===== config.mk =====
export PLATFORM = sky130hd
export DESIGN_NAME = acc_top
export DESIGN_NICKNAME = d
export VERILOG_FILES = /design/src/hw/acc_pkg.sv /design/src/hw/acc_top.sv
export SDC_FILE = /design/constraint.sdc
export NUM_CORES = 1
export LEC_CHECK = 0
export ABC_AREA = 0
export BUFFER_PORTS_ARGS = -buffer_cell sky130_fd_sc_hd__clkbuf_2
export CORE_MARGIN = 2
export CORE_UTILIZATION = 35
export DETAILED_ROUTE_END_ITERATION = 16
export HOLD_SLACK_MARGIN = 0.03
export PLACE_DENSITY = 0.65
export SYNTH_ARGS = -nofsm -noshare
export SYNTH_HDL_FRONTEND = slang
export SYNTH_SLANG_ARGS = --single-unit

===== constraint.sdc =====
create_clock -name clk_i -period 2.97 [get_ports clk_i]
set_input_delay 0.1485 -clock clk_i [delete_from_list [all_inputs] [get_ports clk_i]]
set_output_delay 0.1485 -clock clk_i [all_outputs]
set_load 0.01 [all_outputs]

===== src/hw/acc_pkg.sv =====
// acc_pkg: constants for the converter control block
// assumes a 32-bit classic Wishbone slave with byte addresses
package acc_pkg;

  // register byte offsets
  localparam logic [7:0] ACC_OFS_CTRL0  = 8'h00;
  localparam logic [7:0] ACC_OFS_CTRL1  = 8'h04;
  localparam logic [7:0] ACC_OFS_RES_HI = 8'h08;
  localparam logic [7:0] ACC_OFS_RES_LO = 8'h0c;
  localparam logic [7:0] ACC_OFS_IRQ    = 8'h10;

  // converter_control_0 fields
  localparam int ACC_ON_BIT = 0;
  localparam int ACC_GO_BIT = 1;
  localparam int ACC_CH_LSB = 2;
  localparam int ACC_CH_W   = 5;

  // converter_control_1 fields
  localparam int ACC_CKS_LSB = 4;
  localparam int ACC_CKS_W   = 3;

  // flag / enable register fields
  localparam int ACC_FLAG_BIT = 0;
  localparam int ACC_IE_BIT   = 1;

  // result layout
  localparam int ACC_RES_W    = 10;
  localparam int ACC_RES_HI_W = 2;
  localparam int ACC_RES_LO_W = 8;

  // conversion clock select codes
  localparam logic [2:0] ACC_CKS_DIV8  = 3'h1;
  localparam logic [2:0] ACC_CKS_DIV16 = 3'h5;
  localparam logic [2:0] ACC_CKS_DIV32 = 3'h2;
  localparam logic [2:0] ACC_CKS_DIV64 = 3'h6;
  localparam logic [1:0] ACC_CKS_RC    = 2'h3;

  // system clock cycles per bit period, minus one
  localparam logic [5:0] ACC_TC_DIV8  = 6'h07;
  localparam logic [5:0] ACC_TC_DIV16 = 6'h0f;
  localparam logic [5:0] ACC_TC_DIV32 = 6'h1f;
  localparam logic [5:0] ACC_TC_DIV64 = 6'h3f;

  // internal oscillator ticks per rc bit period, minus one
  localparam logic [3:0] ACC_TC_RC = 4'hf;

  // bit periods per conversion, minus one; abort gap in bit periods
  localparam logic [3:0] ACC_LAST_STEP = 4'ha;
  localparam logic [1:0] ACC_ABORT_GAP = 2'h2;

  typedef enum logic [1:0] {
    ACC_IDLE  = 2'b00,
    ACC_CONV  = 2'b01,
    ACC_ABORT = 2'b10
  } acc_state_e;

endpackage


===== src/hw/acc_top.sv =====
// acc_top: control and status logic of a 10-bit successive-approximation converter
// assumes a classic Wishbone master, a synchronous comparator input and a
// one-cycle pulse per internal oscillator period on rc_tick_i
//
// Added by the designer: the placing of the registers and the Wishbone slave port.
`timescale 1ns/1ps
`default_nettype none

module acc_top
  import acc_pkg::*;
#(
  parameter int ADDR_W = 8
)
(
  // clock and reset
  input  wire logic              clk_i,
  input  wire logic              rst_i,
  // wishbone slave
  input  wire logic              cyc_i,
  input  wire logic              stb_i,
  input  wire logic              we_i,
  input  wire logic [ADDR_W-1:0] adr_i,
  input  wire logic [3:0]        sel_i,
  input  wire logic [31:0]       dat_i,
  output logic      [31:0]       dat_o,
  output logic                   ack_o,
  // analog front end
  input  wire logic              cmp_i,
  input  wire logic              rc_tick_i,
  output logic      [4:0]        channel_o,
  output logic      [9:0]        trial_code_o,
  output logic                   power_o,
  output logic                   acquire_o,
  output logic                   hold_o,
  // system
  input  wire logic              sleep_i,
  input  wire logic              global_irq_enable_i,
  input  wire logic              peripheral_irq_enable_i,
  output logic                   irq_o,
  output logic                   wake_o,
  output logic                   vector_o
);

  typedef struct packed {
    acc_state_e            state;
    logic [ACC_CH_W-1:0]   ch;
    logic [ACC_CKS_W-1:0]  cks;
    logic                  on;
    logic                  flag;
    logic                  ie;
    logic [ACC_RES_W-1:0]  res;
    logic [ACC_RES_W-1:0]  sar;
    logic [3:0]            step;
    logic [1:0]            gap;
    logic [5:0]            div;
    logic [3:0]            rcdiv;
    logic                  ack;
    logic [31:0]           dat;
    logic                  irq;
    logic                  wake;
    logic                  vec;
    logic                  acq;
    logic                  hold;
  } acc_s;

  localparam acc_s ACC_RESET = '{
    state: ACC_IDLE,
    default: '0
  };

  acc_s s_q;
  acc_s s_d;

  logic       req;
  logic       wr;
  logic       rc_sel;
  logic       fosc_run;
  logic       bit_tick;
  logic [5:0] tc;
  logic [3:0] idx;
  logic       done;

  assign req = cyc_i & stb_i & ~s_q.ack;
  assign wr  = req & we_i & sel_i[0];

  // divider terminal count for the selected system-clock source
  always_comb
  begin
    unique case (s_q.cks)
      ACC_CKS_DIV8:  tc = ACC_TC_DIV8;
      ACC_CKS_DIV16: tc = ACC_TC_DIV16;
      ACC_CKS_DIV32: tc = ACC_TC_DIV32;
      ACC_CKS_DIV64: tc = ACC_TC_DIV64;
      default:       tc = '0;
    endcase
  end

  assign rc_sel   = (s_q.cks[1:0] == ACC_CKS_RC);
  // reserved codes give no bit clock; system-clock sources stop in sleep
  assign fosc_run = (tc != '0) & ~sleep_i;

  // one pulse per bit period
  always_comb
  begin
    if (rc_sel)
    begin
      bit_tick = rc_tick_i & (s_q.rcdiv == ACC_TC_RC);
    end
    else
    begin
      bit_tick = fosc_run & (s_q.div == tc);
    end
  end

  // bit under decision: step 1 decides bit 9, step 10 decides bit 0
  assign idx  = 4'(ACC_LAST_STEP - s_q.step);
  // only a running conversion completes; an abort gap never sets the flag
  assign done = bit_tick & (s_q.state == ACC_CONV) & (s_q.step == ACC_LAST_STEP);

  always_comb
  begin
    s_d = s_q;

    // bit period dividers run only while a sequence needs them
    if (s_q.state == ACC_IDLE)
    begin
      s_d.div   = '0;
      s_d.rcdiv = '0;
    end
    else if (rc_sel)
    begin
      s_d.div = '0;
      if (rc_tick_i)
      begin
        s_d.rcdiv = s_q.rcdiv + 4'h1;
      end
    end
    else
    begin
      s_d.rcdiv = '0;
      if (bit_tick)
      begin
        s_d.div = '0;
      end
      else if (fosc_run)
      begin
        s_d.div = s_q.div + 6'h01;
      end
    end

    // sequencer
    unique case (s_q.state)
      ACC_IDLE:
      begin
        s_d.step = '0;
        s_d.gap  = '0;
      end
      ACC_CONV:
      begin
        if (bit_tick)
        begin
          s_d.step = s_q.step + 4'h1;
          if (s_q.step == '0)
          begin
            s_d.sar = '0;
            s_d.sar[ACC_RES_W-1] = 1'b1;
          end
          else
          begin
            s_d.sar[idx] = cmp_i;
            if (idx != '0)
            begin
              s_d.sar[idx-4'h1] = 1'b1;
            end
          end
        end
        if (done)
        begin
          s_d.state = ACC_IDLE;
          s_d.res   = s_d.sar;
        end
      end
      ACC_ABORT:
      begin
        if (bit_tick)
        begin
          s_d.gap = s_q.gap + 2'h1;
          if (s_q.gap == ACC_ABORT_GAP - 2'h1)
          begin
            s_d.state = ACC_IDLE;
          end
        end
      end
      default:
      begin
        s_d.state = ACC_IDLE;
      end
    endcase

    // register writes
    if (wr)
    begin
      unique case (adr_i)
        ACC_OFS_CTRL0:
        begin
          s_d.on = dat_i[ACC_ON_BIT];
          s_d.ch = dat_i[ACC_CH_LSB +: ACC_CH_W];
          if (dat_i[ACC_GO_BIT] && s_q.on && dat_i[ACC_ON_BIT] &&
              s_q.state == ACC_IDLE)
          begin
            s_d.state = ACC_CONV;
            s_d.step  = '0;
            s_d.div   = '0;
            s_d.rcdiv = '0;
          end
          else if (!dat_i[ACC_GO_BIT] && s_q.state == ACC_CONV && !done)
          begin
            s_d.state = ACC_ABORT;
            s_d.gap   = '0;
            s_d.div   = '0;
            s_d.rcdiv = '0;
            s_d.res   = s_q.res;
          end
        end
        ACC_OFS_CTRL1:
        begin
          s_d.cks = dat_i[ACC_CKS_LSB +: ACC_CKS_W];
        end
        ACC_OFS_IRQ:
        begin
          s_d.ie = dat_i[ACC_IE_BIT];
          if (!dat_i[ACC_FLAG_BIT])
          begin
            s_d.flag = 1'b0;
          end
        end
        default:
        begin
        end
      endcase
    end

    // turning the converter off cancels any sequence
    if (!s_d.on)
    begin
      s_d.state = ACC_IDLE;
    end

    // completion sets the flag; set wins over a same-cycle clear
    if (done && s_d.state == ACC_IDLE && s_d.on)
    begin
      s_d.flag = 1'b1;
    end
    else if (done)
    begin
      s_d.res = s_q.res;
    end

    // bus answer one cycle after the request
    s_d.ack = req;
    s_d.dat = '0;
    if (req && !we_i)
    begin
      unique case (adr_i)
        ACC_OFS_CTRL0:
        begin
          s_d.dat[ACC_ON_BIT] = s_q.on;
          s_d.dat[ACC_GO_BIT] = (s_q.state == ACC_CONV);
          s_d.dat[ACC_CH_LSB +: ACC_CH_W] = s_q.ch;
        end
        ACC_OFS_CTRL1:
        begin
          s_d.dat[ACC_CKS_LSB +: ACC_CKS_W] = s_q.cks;
        end
        ACC_OFS_RES_HI:
        begin
          s_d.dat[ACC_RES_HI_W-1:0] = s_q.res[ACC_RES_W-1:ACC_RES_LO_W];
        end
        ACC_OFS_RES_LO:
        begin
          s_d.dat[ACC_RES_LO_W-1:0] = s_q.res[ACC_RES_LO_W-1:0];
        end
        ACC_OFS_IRQ:
        begin
          s_d.dat[ACC_FLAG_BIT] = s_q.flag;
          s_d.dat[ACC_IE_BIT]   = s_q.ie;
        end
        default:
        begin
        end
      endcase
    end

    // interrupt, wake and vectoring requests
    s_d.irq  = s_d.flag & s_d.ie;
    s_d.wake = s_d.irq & sleep_i;
    s_d.vec  = s_d.irq & global_irq_enable_i
               & peripheral_irq_enable_i;

    // sample switch closes only when idle, so the abort gap delays acquisition
    s_d.acq  = s_d.on & (s_d.state == ACC_IDLE);
    s_d.hold = (s_d.state == ACC_CONV);
  end

  always_ff @(posedge clk_i)
  begin
    if (rst_i)
    begin
      s_q <= ACC_RESET;
    end
    else
    begin
      s_q <= s_d;
    end
  end

  assign dat_o        = s_q.dat;
  assign ack_o        = s_q.ack;
  assign channel_o    = s_q.ch;
  assign trial_code_o = s_q.sar;
  assign power_o      = s_q.on;
  assign acquire_o    = s_q.acq;
  assign hold_o       = s_q.hold;
  assign irq_o        = s_q.irq;
  assign wake_o       = s_q.wake;
  assign vector_o     = s_q.vec;

endmodule

`default_nettype wire


# == Yosys cells after proc, flatten, opt, wreduce, memory -nomap -nowiden ==
# Cells that the tools add are included.
# op_classes
addsub,6
n_lt_le_gt_ge,4
eq_ne,17
muxes,48
bitwise,19
n_reduce_logical,23
# ops
cell,n
2-to-1 mux 10 bit,11
2-to-1 mux 16 bit,2
one-hot mux 6 bit (4 select lines),1
2-to-1 mux 23 bit,1
2-to-1 mux 20 bit,1
2-to-1 mux 2 bit,9
"equality test 8 x 4 -> 1 bit, second input constant",2
bitwise AND 1 bit,14
2-to-1 mux 14 bit,1
2-to-1 mux 12 bit,1
2-to-1 mux 6 bit,2
bitwise mux 10 bit,1
logical AND 1 bit,10
"< comparator 4 x 5 -> 1 bit, second input constant",2
OR 10 bit,1
one-hot mux 3 bit (3 select lines),1
"adder 4 x 1 -> 4 bit, second input constant",2
demux 1 bit (select 4 bit),2
"equality test 4 bit, second input constant",2
"equality test 8 x 3 -> 1 bit, second input constant",1
"equality test 8 x 5 -> 1 bit, second input constant",1
"greater-or-equal comparator 4 x 1 -> 1 bit, second input constant",2
zero test 8 bit,1
2-to-1 mux 4 bit,2
other kinds (27),44
# word_totals
register_bits,87
out_inout_bits,54
elab_cells,138

# == Depth between registers and ports, before layout ==
# Gate-level depths: netlist of the first run.
# depth
depth_word,24
ltp_mapped,10

# == Worst setup path before layout of the first run ==
# No wires, ideal clock.
# synth_path
path_type,register to register
startpoint,register s_q[50] (netlist bit)
endpoint,register s_q[69] (netlist bit)
setup_time_ps,87
arrival_ps,2318
slack_ps,564
path_stages_with_launch,10
path_buffers,1
synth_period_minus_slack_ps,2406
cell_sequence,dfxtp_1 buf_2 inv_1 ha_1 and3b_1 a311o_1 nand2_1 nand3_1 a221o_1 o31ai_1
# synth_via
elab_chain_len,18
word_cells_on_any_way,41
# synth_rtl
element,line_no,text
start: declaration,acc_top.sv:71,acc_s s_q;
start signal: assignment,acc_top.sv:309,s_q <= ACC_RESET;
start signal: assignment,acc_top.sv:313,s_q <= s_d;
subtractor 4 bit,acc_top.sv:116,assign idx = 4'(ACC_LAST_STEP - s_q.step);
subtractor 4 x 1 -> 4 bit (tied with other cells),acc_top.sv:173,s_d.sar[idx-4'h1] = 1'b1;
< comparator 4 x 5 -> 1 bit (not written as such) (tied with other cells),acc_top.sv:173,
logical AND 1 bit (not written as such) or 2-to-1 mux 1 bit (tied branches),"acc_top.sv:173, acc_top.sv:170",
2-to-1 mux 1 bit (not written as such) or demux 1 bit (select 4 bit) (tied branches),"acc_top.sv:173, acc_top.sv:170",
demux 1 bit (select 4 bit) or bitwise mux 10 bit (tied branches),"acc_top.sv:173, acc_top.sv:170",
OR 10 bit (no line),-,
2-to-1 mux 10 bit,acc_top.sv:171,if (idx != '0)
(+2 left out),-,
2-to-1 mux 10 bit,acc_top.sv:177,if (done)
2-to-1 mux 20 bit,acc_top.sv:152,unique case (s_q.state)
2-to-1 mux 10 bit,acc_top.sv:216,else if (!dat_i[ACC_GO_BIT] && s_q.state == ACC_CONV && !done)
2-to-1 mux 10 bit,acc_top.sv:208,if (dat_i[ACC_GO_BIT] && s_q.on && dat_i[ACC_ON_BIT] &&
2-to-1 mux 10 bit,acc_top.sv:203,unique case (adr_i)
2-to-1 mux 23 bit,acc_top.sv:201,if (wr)
2-to-1 mux 10 bit,acc_top.sv:254,else if (done)
2-to-1 mux 10 bit,acc_top.sv:250,if (done && s_d.state == ACC_IDLE && s_d.on)
# Parallel ways exist; a longest one is shown, timed or not. The select of a mux whose other input is x is not followed.
# A chain may end at the register's enable or synchronous reset.

# == Worst setup path after layout of the first run ==
# layout_path
startpoint,register s_q[51] (netlist bit)
endpoint,register s_q[72] (netlist bit)
# The elaborated chain is that of the path after synthesis.

==> metrics.md, run 1 <==
| Metric | Value |
|---|---|
| Outcome | `finished clean` |
| Critical path class | `reg2reg` |
| Final RePlAce weighted congestion | `about 0.91` |
| Hold crit path type | `in2reg` |
| Slew HR | `0.579` |
| Final nets | `roughly 600` |
| Power density over cell area | `449 mW/mm²` |
| Worst skew pair latency | `approximately 0.33 ns` |
| Post-synthesis mux area share | `0.0575` |
| Antenna Nets Post-Route | `0` |
| Count of input and output buffers | `55` |
| Synth Area in Compound Gates | `0.223` |
| DIE AREA | `0.0127 mm²` |
| Critical Path Start | `s_q[51]` |
| WP data arrival | `2.84 ns` |
| Setup TNS | `0 ns` |
| Adder-Cell Fraction of Synth Area | `0.0333` |
| Post-Synthesis Cells | `496` |
| Num rows | `39` |
| DRC viols | `0` |
| Reg2Reg Depth | `8` |
| Met1 usage | `0.214` |
| Worst-Margin Slew | `0.631 ns` |
| Largest net degree at the start of global routing | `23` |
| P_sw | `0.445 mW` |
| Initial Utilization | `0.361` |
| Combinational Power Share | `0.033` |
| Largest family of logic cells by synthesized area | `simple AND/OR/NAND/NOR gates` |
| I/O pin count | `108` |
| Share of cells above drive strength 1 | `0.218` |
| Commonest non-fill, non-tap cell in the layout | `dfxtp_1` |
| DRT Wirelength | `10700 µm` |
| Crit Reg-Reg Startpoint | `s_q[51]` |
| Drt first pass iters | `5` |
| Simple-gate share of the synthesized area | `0.224` |
| GR Layer Usage met2 | `0.268` |
| H-Tree Level Count | `3` |
| Mean Syn Cell Area | `8.34 µm²` |
| Clk_skew | `0.00704 ns` |
| Global-route wire length before repair | `about 17000 µm` |
| RSZ-0062 raised after global routing | `no` |
| Ys async rst share | `0` |
| Synth warn | `0` |
| Max Cap Viol | `0` |
| Hold depth | `3` |
| Worst EP required | `approximately 3.2 ns` |
| Core box area | `0.0115 mm²` |
| Hold Crit Start | `dat_i[3]` |
| Synthesized-area fraction occupied by xor and xnor cells | `0.0233` |
| Tot GR Track Use | `0.165` |
| Finished Core Util | `0.403` |
| Worst-path fanout max | `8` |
| Worst IR drop on VDD | `0.344 mV` |
| CTS tree | `done` |
| Sw frac | `0.215` |
| Type of origin of the critical path | `flip-flop` |
| Crit path capture type | `flip-flop` |
| Most Crowded Layer GR | `met2` |
| Final min period | `2.60 ns` |
| Wire per inst | `16.0 µm` |
| Width of the chip | `about 110 µm` |
| Most frequent cells in the layout | `dfxtp_1 (63), clkbuf_2 (55), nor2_1 (42)` |
| Register area share after synthesis | `0.305` |
| Longest Clk Path Bufs | `2` |
| Antenna violations before repair | `0` |
| Antenna diodes | `0` |
| Clk slew on worst S/H paths | `about 0.060 ns` |
| Vias per cell | `5.54` |
| Final Hold Fails | `0` |
| Area Overhead vs Synth | `11.6%` |
| GRT overflow | `0` |
| CTS Buf Count | `9` |
| R2R Setup Slk | `between 0.3 and 0.4 ns` |
| Reg power frac | `0.408` |
| Max-slew violations | `0` |
| Detailed Route Iter0 Violations | `315` |
| M3 GR Usage | `0.0434` |
| Die H | `about 110 µm` |
| Number of unique standard cell types used by synthesis | `79` |
| Cell area after synthesis | `0.00414 mm²` |
| Final setup vio count | `0` |
| Number of synthesized flops with an enable pin | `0` |
| Synth Flop Type | `dfxtp_1` |
| Hold Crit Endpoint | `channel_o[1]` |
| Vias in the first global route | `3408` |
| Cell Int Power | `1.63 mW` |
| Reg-to-reg critical path endpoint | `s_q[72]` |
| CTS sink cnt | `63` |
| Via Count | `between 3000 and 4000` |
| Clock root cell | `clkbuf_16` |
| DP HPWL | `8090 µm` |
| Yosys reg bits | `63` |
| Fmax achieved | `0.385 GHz` |
| Clock power share | `0.559` |
| Static leakage power | `1.79 nW` |
| Final period util | `0.874` |
flip-flops by register name (all words and copies together) (netlist names):
register,flops
s_q,33
trial_code_o,10
dat_o,8
channel_o,5
ack_o,1
acquire_o,1
hold_o,1
irq_o,1
power_o,1
vector_o,1
wake_o,1
cells in the mapped netlist, types with 3 or more instances:
| library cell | count | area (µm²) |
|---|---|---|
| nand4_1 | 6 | 37.5 |
| mux2_2 | 6 | 67.6 |
| nor3_2 | 7 | 70.1 |
| nor3_1 | 11 | 55.1 |
| a21oi_1 | 26 | 130 |
| ha_1 | 11 | 138 |
| buf_2 | 5 | 25.0 |
| clkbuf_1 | 16 | 60.1 |
| a221oi_1 | 4 | 35.0 |
| and2_1 | 4 | 25.0 |
| nor2_1 | 42 | 158 |
| o21ai_0 | 16 | 80.1 |
| mux2i_1 | 17 | 170 |
| or2_2 | 3 | 18.8 |
| dfxtp_1 | 63 | 1260 |
| a21bo_2 | 3 | 30.0 |
| xor2_1 | 6 | 52.6 |
| buf_4 | 49 | 368 |
| and3_1 | 3 | 18.8 |
| inv_1 | 11 | 41.3 |
| nand2_1 | 37 | 139 |
| nand3_1 | 18 | 90.1 |
| buf_6 | 4 | 45.0 |
| or3_1 | 4 | 25.0 |
| o32ai_1 | 3 | 26.3 |
| o31ai_1 | 6 | 45.0 |
| a31oi_1 | 4 | 25.0 |
| a211oi_1 | 12 | 90.1 |
| xnor2_1 | 5 | 43.8 |
| nor2b_1 | 11 | 68.8 |
| buf_1 | 3 | 11.3 |
| and3b_1 | 3 | 26.3 |
| a32oi_1 | 4 | 35.0 |
| a22oi_1 | 4 | 30.0 |
| nand2b_1 | 5 | 31.3 |
| o211ai_1 | 8 | 60.1 |
| and4_1 | 3 | 26.3 |
cells by family (layout without fill, tap and decap cells):
group / Yosys count / in the layout
AND/OR/NAND/NOR: 172 / 172
AO/OA/AOI/OAI: 126 / 126
buffers and inverters: 89 / 98
flip-flops: 63 / 63
multiplexers: 23 / 23
adder cells (fa/ha/maj): 11 / 11
XOR/XNOR: 11 / 11
other: 1 / 24
cell type report:
type                       instances  area [µm²]
fill                            1142        6850
multi-input combinational        367        2410
sequential                        63        1260
timing repair buffer              70         393
clock buffer                      10         239
tap                              143         179
clock inverter                     6        92.6
inverter                          12        45.0
per-layer routing:
metal / vias up / part of all wire / wire, µm
met2: 126 / 0.49 / 5220
met4: 0 / 0.017 / 182
met3: 19 / 0.058 / 623
met1: 1788 / 0.44 / 4720
met5: - / 0 / 0
li1: 1787 / - / -
through the flow:
stage | cell area (µm²) | hold WS [ns] | std cells | power [mW] | setup WS, ns
2_1_floorplan | 4220 | 0.267 | 519 | 0.923 | 0.564
6_report | 4620 | 0.0561 | 671 | 2.07 | 0.373
3_5_place_dp | 4270 | 0.366 | 653 | 0.930 | 0.410
5_1_grt | 4620 | 0.0557 | 671 | 2.15 | 0.146
4_1_cts | 4620 | 0.0446 | 671 | 2.09 | 0.390
3_3_place_gp | 4270 | 0.366 | 653 | 0.930 | 0.472
critical path, stage by stage, from the launching register on:
cell and delay (ns):
dfxtp_1 0.47, inv_1 0.15, ha_1 0.39, and3b_1 0.21, a32oi_1 0.33, nand2_1 0.19, o41ai_1 0.37, a21oi_1 0.16
o32ai_1 0.27
power groups by stage:
stage                     combinational, mW  sequential, mW  clock, mW
after detailed placement             0.0658           0.865          0
after CTS                            0.0679           0.846       1.18
after global placement               0.0651           0.865          0
final                                0.0692           0.846       1.16
after global routing                 0.0748           0.846       1.23
after floorplan                      0.0580           0.865          0
worst max-delay path by stage:
stage                         end  slack (ns)  depth (start not counted)
after floorplan           s_q[69]        0.56                          9
after global placement    s_q[72]        0.47                          8
after detailed placement  s_q[72]        0.41                          8
after CTS                 s_q[72]        0.39                          8
after global routing      s_q[72]        0.15                          8
final                     s_q[72]        0.37                          8
timing repair:
action,in CTS,in global routing
buffers inserted,0,0
hold endpoints to repair,1,0
hold buffers,2,0
gates resized for setup,0,0
Power figures use the tool's default switching activity.
==> run 2: changes to the inputs <==
Settings changed: BUFFER_PORTS_ARGS -buffer_cell sky130_fd_sc_hd__clkbuf_2 to default, DONT_BUFFER_PORTS from default to 1, PLACE_DENSITY 0.65 to 0.57.
==> metrics.md, run 2 (synthesis gave the netlist of run 1 again) <==
| Metric | Value |
|---|---|
| Type of origin of the critical path | `flip-flop` |
| Die H | `between 100 and 150 µm` |
| P_sw | `about 0.42 mW` |
| Post-DP Area | `0.00397 mm²` |
| CTS sink cnt | `63` |
| Final setup vio count | `0` |
| Worst IR drop on VDD | `0.397 mV` |
| CTS Buf Count | `9` |
| Fmax achieved | `~0.37 GHz` |
| Reg power frac | `0.420` |
| Worst skew pair latency | `between 0.3 and 0.4 ns` |
| Worst-Margin Slew | `between 1 and 1.5 ns` |
| GRT overflow | `0` |
| Static leakage power | `1.57 nW` |
| Commonest non-fill, non-tap cell in the layout | `dfxtp_1` |
| Num rows | `39` |
| Dpl ws | `0.370 ns` |
| Crit-path leading delay family | `compound AO/OA/AOI/OAI gates` |
| Max-slew violations | `0` |
| Final Worst Setup Slack | `0.288 ns` |
| Final nets | `541` |
| Critical path class | `reg2reg` |
| Crit path largest cell delay | `0.46 ns` |
| Power density over cell area | `455 mW/mm²` |
| Final period util | `0.903` |
| Drt first pass iters | `5` |
| Postcts setup bufs | `0` |
| Core box area | `0.0115 mm²` |
| DRC viols | `0` |
| Clock root cell | `clkbuf_16` |
| Top reg by flops | `s_q` |
| Antenna diodes | `0` |
| Critical path, cell by cell | `inv_1, ha_1, and3b_1, a32oi_1, nand2_1, o41ai_1, a21oi_1, o32ai_1` |
| Antenna violations before repair | `0` |
| Width of the chip | `between 100 and 150 µm` |
| DRT Wirelength | `10800 µm` |
| Area Overhead vs Synth | `7.02%` |
| Most frequent cells in the layout | `dfxtp_1 (63), nor2_1 (42), nand2_1 (37)` |
| CTS tree | `done` |
| Crit Reg-Reg Startpoint | `s_q[50]` |
| Detailed Route Iter0 Violations | `233` |
| Final RePlAce weighted congestion | `about 0.9` |
| Vias per cell | `5.60` |
| Final instance area | `about 0.0044 mm²` |
| Initial Utilization | `0.361` |
| Clk_skew | `0.00597 ns` |
| Total chip power | `2.01 mW` |
| Setup TNS | `0 ns` |
| WP data arrival | `2.91 ns` |
| Hold buffer count at cts | `14` |
| Buf/Inv on CP | `1` |
| Worst EP required | `3.20 ns` |
| Combinational Power Share | `0.026` |
| Final min period | `between 2 and 3 ns` |
| Vias in the first global route | `3323` |
| Via Count | `3497` |
| Hold Crit Start | `dat_i[0]` |
| R2R Setup Slk | `between 0.2 and 0.3 ns` |
| RSZ-0062 raised after global routing | `no` |
| DP HPWL | `7750 µm` |
| Clock power share | `0.553` |
| Outcome | `finished clean` |
| Wire per inst | `17.4 µm` |
| DIE AREA | `0.0127 mm²` |
| Clk slew on worst S/H paths | `~0.050 ns` |
| Post_cts resized | `0` |
| Critical Path Start | `s_q[50]` |
| Hold crit path type | `in2reg` |
| Fillers | `about 1200` |
| I/O pin count | `108` |
| Share of cells above drive strength 1 | `0.114` |
| Slew HR | `0.276` |
| Worst-path fanout max | `7` |
| CP max stage cell | `o41ai_1` |
| H-Tree Level Count | `3` |
| Global-route wire length before repair | `17600 µm` |
| Count of input and output buffers | `0` |
| Cell Int Power | `1.60 mW` |
| Antenna Nets Post-Route | `0` |
| Final Hold Fails | `0` |
| Sw frac | `0.207` |
| Tot GR Track Use | `0.170` |
| Max Cap Viol | `0` |
| Number of flip-flops in the largest register | `33` |
| Largest net degree at the start of global routing | `24` |
| Longest Clk Path Bufs | `2` |
| Crit path capture type | `flip-flop` |
run 2: cell count changes in the layout (fill, tap and decap cells not counted), sizes merged:
cell / before / now
buf: 13 / 9
clkbuf: 65 / 10
clkinv: 2 / 3
dlygate4sd3: 2 / 14
inv: 12 / 11
run 2: area by class of cell:
| type | count | area [µm²] | share of cell area |
|---|---|---|---|
| Clock buffer | 10 | 229 | 0.0517 |
| Clock inverter | 6 | 85.1 | 0.0192 |
| Inverter | 12 | 45.0 | 0.0102 |
| Multi-Input combinational cell | 367 | 2410 | 0.544 |
| Sequential cell | 63 | 1260 | 0.285 |
| Tap cell | 143 | 179 | 0.0404 |
| Timing Repair Buffer | 23 | 220 | 0.0497 |
run 2: path summary, 6_finish.rpt:
path                            endpoint  depth (start not counted)
worst max-delay path             s_q[72]                          8
worst min-delay path             s_q[85]                          2
worst max register to register   s_q[72]                          8
worst min register to register   s_q[66]                          2
run 2: stage by stage:
stage	hold WS (ns)	cells	util
after floorplan	0.267	519	-
after global placement	0.224	594	0.346
after detailed placement	0.224	594	0.346
after CTS	0.0308	624	0.386
after global routing	0.0445	624	0.386
final	0.0406	624	0.386
run 2: worst register-to-register path: cells and delay by family (launching register included):
family | cells | cell delay, ns
DFF | 1 | 0.43
AOI/OAI and AO/OA | 4 | 1.25
adders and majority gates | 1 | 0.37
buffers and inverters | 1 | 0.16
and+or+nand+nor | 2 | 0.38
run 2: power by group through the flow:
stage | clock network (mW) | logic (mW) | registers [mW]
3_3_place_gp | 0 | 0.0304 | 0.865
5_1_grt | 1.16 | 0.0566 | 0.846
3_5_place_dp | 0 | 0.0304 | 0.865
6_report | 1.11 | 0.0524 | 0.847
4_1_cts | 1.13 | 0.0511 | 0.847
2_1_floorplan | 0 | 0.0580 | 0.865
run 2: per-layer routing:
layer	vias to the layer above	GRT usage	wire, µm
met5	-	0	0
met4	0	0.0528	211
met3	14	0.0370	540
met2	116	0.270	5090
met1	1673	0.232	5000
li1	1694	-	-
==> run 3: changes to the inputs <==
Settings changed: ABC_AREA 0 to 1.
==> metrics.md, run 3 <==
| Metric | Value |
|---|---|
| Die H | `between 100 and 150 µm` |
| Area Overhead vs Synth | `4.47%` |
| DP HPWL | `approximately 7000 µm` |
| H-Tree Level Count | `3` |
| RSZ-0062 raised after global routing | `no` |
| Total chip power | `1.63 mW` |
| WHS | `0.0430 ns` |
| Max Cap Viol | `0` |
| Detailed Route Iter0 Violations | `208` |
| Cell area after synthesis | `0.00392 mm²` |
| Worst skew pair latency | `approximately 0.36 ns` |
| Final min period | `2.32 ns` |
| Critical path class | `reg2reg` |
| Commonest non-fill, non-tap cell in the layout | `nand2_1` |
| Longest Clk Path Bufs | `2` |
| Synth warn | `0` |
| Num rows | `38` |
| CTS sink cnt | `63` |
| Clock root cell | `clkbuf_8` |
| Worst IR drop on VDD | `0.190 mV` |
| Synth Flop Type | `dfxtp_1` |
| Type of origin of the critical path | `flip-flop` |
| Tot GR Track Use | `0.167` |
| Mean Syn Cell Area | `6.69 µm²` |
| Worst EP required | `3.22 ns` |
| Top reg by flops | `s_q` |
| Slew HR | `0.431` |
| Yosys reg bits | `between 60 and 70` |
| Via Count | `3395` |
| Number of unique standard cell types used by synthesis | `43` |
| Register area share after synthesis | `0.322` |
| Core box area | `0.0109 mm²` |
| Top-count cell post-synth | `nand2_1` |
| DIE AREA | `0.0121 mm²` |
| Worst-path fanout max | `16` |
| Number of synthesized flops with an enable pin | `0` |
| Width of the chip | `110 µm` |
| Clk_skew | `0.0143 ns` |
| Clk slew on worst S/H paths | `0.07 ns` |
| Top cell type's share of synthesized area | `0.322` |
| WP data arrival | `roughly 2.6 ns` |
| Ys async rst share | `0` |
| Final Hold Fails | `0` |
| DRC viols | `0` |
| Wire per inst | `between 10 and 15 µm` |
| Post-Synthesis Cells | `586` |
| Final RePlAce weighted congestion | `0.849` |
| Final period util | `0.780` |
| Global-route wire length before repair | `15300 µm` |
| Share of cells above drive strength 1 | `0.0653` |
| Hold crit path type | `in2reg` |
| Power density over cell area | `between 300 and 400 mW/mm²` |
| Static leakage power | `between 1.5 and 2 nW` |
| Antenna violations before repair | `0` |
| Worst-Margin Slew | `0.851 ns` |
| Count of input and output buffers | `0` |
| Setup TNS | `0 ns` |
| Crit path capture type | `flip-flop` |
| Post_cts resized | `0` |
| Largest net degree at the start of global routing | `20` |
| Vias in the first global route | `3139` |
| Antenna diodes | `0` |
| GRT overflow | `0` |
| CTS tree | `done` |
| Drt first pass iters | `4` |
| I/O pin count | `around 110` |
| Max-slew violations | `0` |
| Fmax achieved | `0.432 GHz` |
| Antenna Nets Post-Route | `0` |
| Initial Utilization | `0.360` |
| Final nets | `644` |
| Top post-synthesis cells by area | `dfxtp_1 (32%), nand2_1 (13%), buf_4 (9.2%), inv_1 (8.0%), nor2_1 (7.0%)` |
| Most frequent cells in the layout | `nand2_1 (137), inv_1 (83), nor2_1 (73)` |
| CTS Buf Count | `9` |
| Outcome | `finished clean` |
| Post-synth top area cell | `dfxtp_1` |
| Final setup vio count | `0` |
| Vias per cell | `4.70` |
| Commonest cells in the netlist | `nand2_1 (137), inv_1 (83), nor2_1 (73), dfxtp_1 (63)` |
| DRT Wirelength | `9650 µm` |
| Number of flip-flops in the largest register | `33` |
## run 3: cell count changes in the layout (fill, tap and decap cells not counted), sizes merged, moves of 6 or more
| cell | change |
|---|---|
| nand2 | +108 |
| nor2b | -11 |
| nor2 | +35 |
| mux2i | -17 |
| nand3 | +34 |
| o21ai | +12 |
| nor3 | -12 |
| a211oi | -12 |
| mux2 | -6 |
| buf | -8 |
| inv | +74 |
## run 3: critical path, cell delays in order (launching register included)
cell,delay [ns]
dfxtp_1,0.34
inv_1,0.13
nand2_1,0.29
inv_1,0.56
nand2_2,0.18
nor3_4,0.23
nor2_1,0.06
nand2_1,0.12
nand2_1,0.06
nor3_1,0.24
## run 3: where the power goes
part           total [mW]  switching, mW  leakage (nW)  internal (mW)
sequential          0.846       0.000634         0.507          0.845
clock               0.729          0.327        0.0896          0.403
combinational      0.0541         0.0381          1.24         0.0160
total                1.63          0.366          1.84           1.26
## run 3: layout make-up
type,instances,area [µm²]
inverter,85,319
multi-input combinational,407,2030
clock buffer,13,149
clock inverter,1,30.0
fill,1166,6790
timing repair buffer,13,128
sequential,63,1260
tap,140,175
## run 3: final timing paths
| path | start | to | slack (ns) | depth (start not counted) |
|---|---|---|---|---|
| max | s_q[86] | acquire_o | 0.65 | 9 |
| min | rst_i | s_q[48] | 0.04 | 3 |
| max reg2reg | s_q[86] | acquire_o | 0.65 | 9 |
| min reg2reg | s_q[71] | dat_o[7] | 0.44 | 2 |
## run 3: cells by family after synthesis
| family | synth area share |
|---|---|
| XOR/XNOR | 0.0156 |
| buffers and inverters | 0.182 |
| adder cells (fa/ha/maj) | 0.0351 |
| flip-flops | 0.322 |
| AND/OR/NAND/NOR | 0.345 |
| AO/OA/AOI/OAI | 0.0996 |
| other | 0.000957 |
## run 3: routing by layer
metal  vias to the layer above  GRT usage  wire (µm)
li1                       1773          -          -
met1                      1522      0.208       4450
met2                        86      0.267       4390
met3                        14     0.0492        588
met4                         0     0.0750        220
met5                         -          0          0
## run 3: what timing repair did
item / in CTS / in global routing
setup buffers: 0 / 0
hold buffers: 12 / 0
hold endpoints to repair: 30 / 0
## run 3: metrics by stage
step                       util  cells  worst slack, ns  instance area, µm²
after CTS                 0.376    722            0.610                4090
after global placement    0.349    696            0.677                3790
after global routing      0.376    722            0.434                4090
after floorplan               -    609             1.13                4010
final                     0.376    722            0.653                4090
after detailed placement  0.349    696            0.648                3790
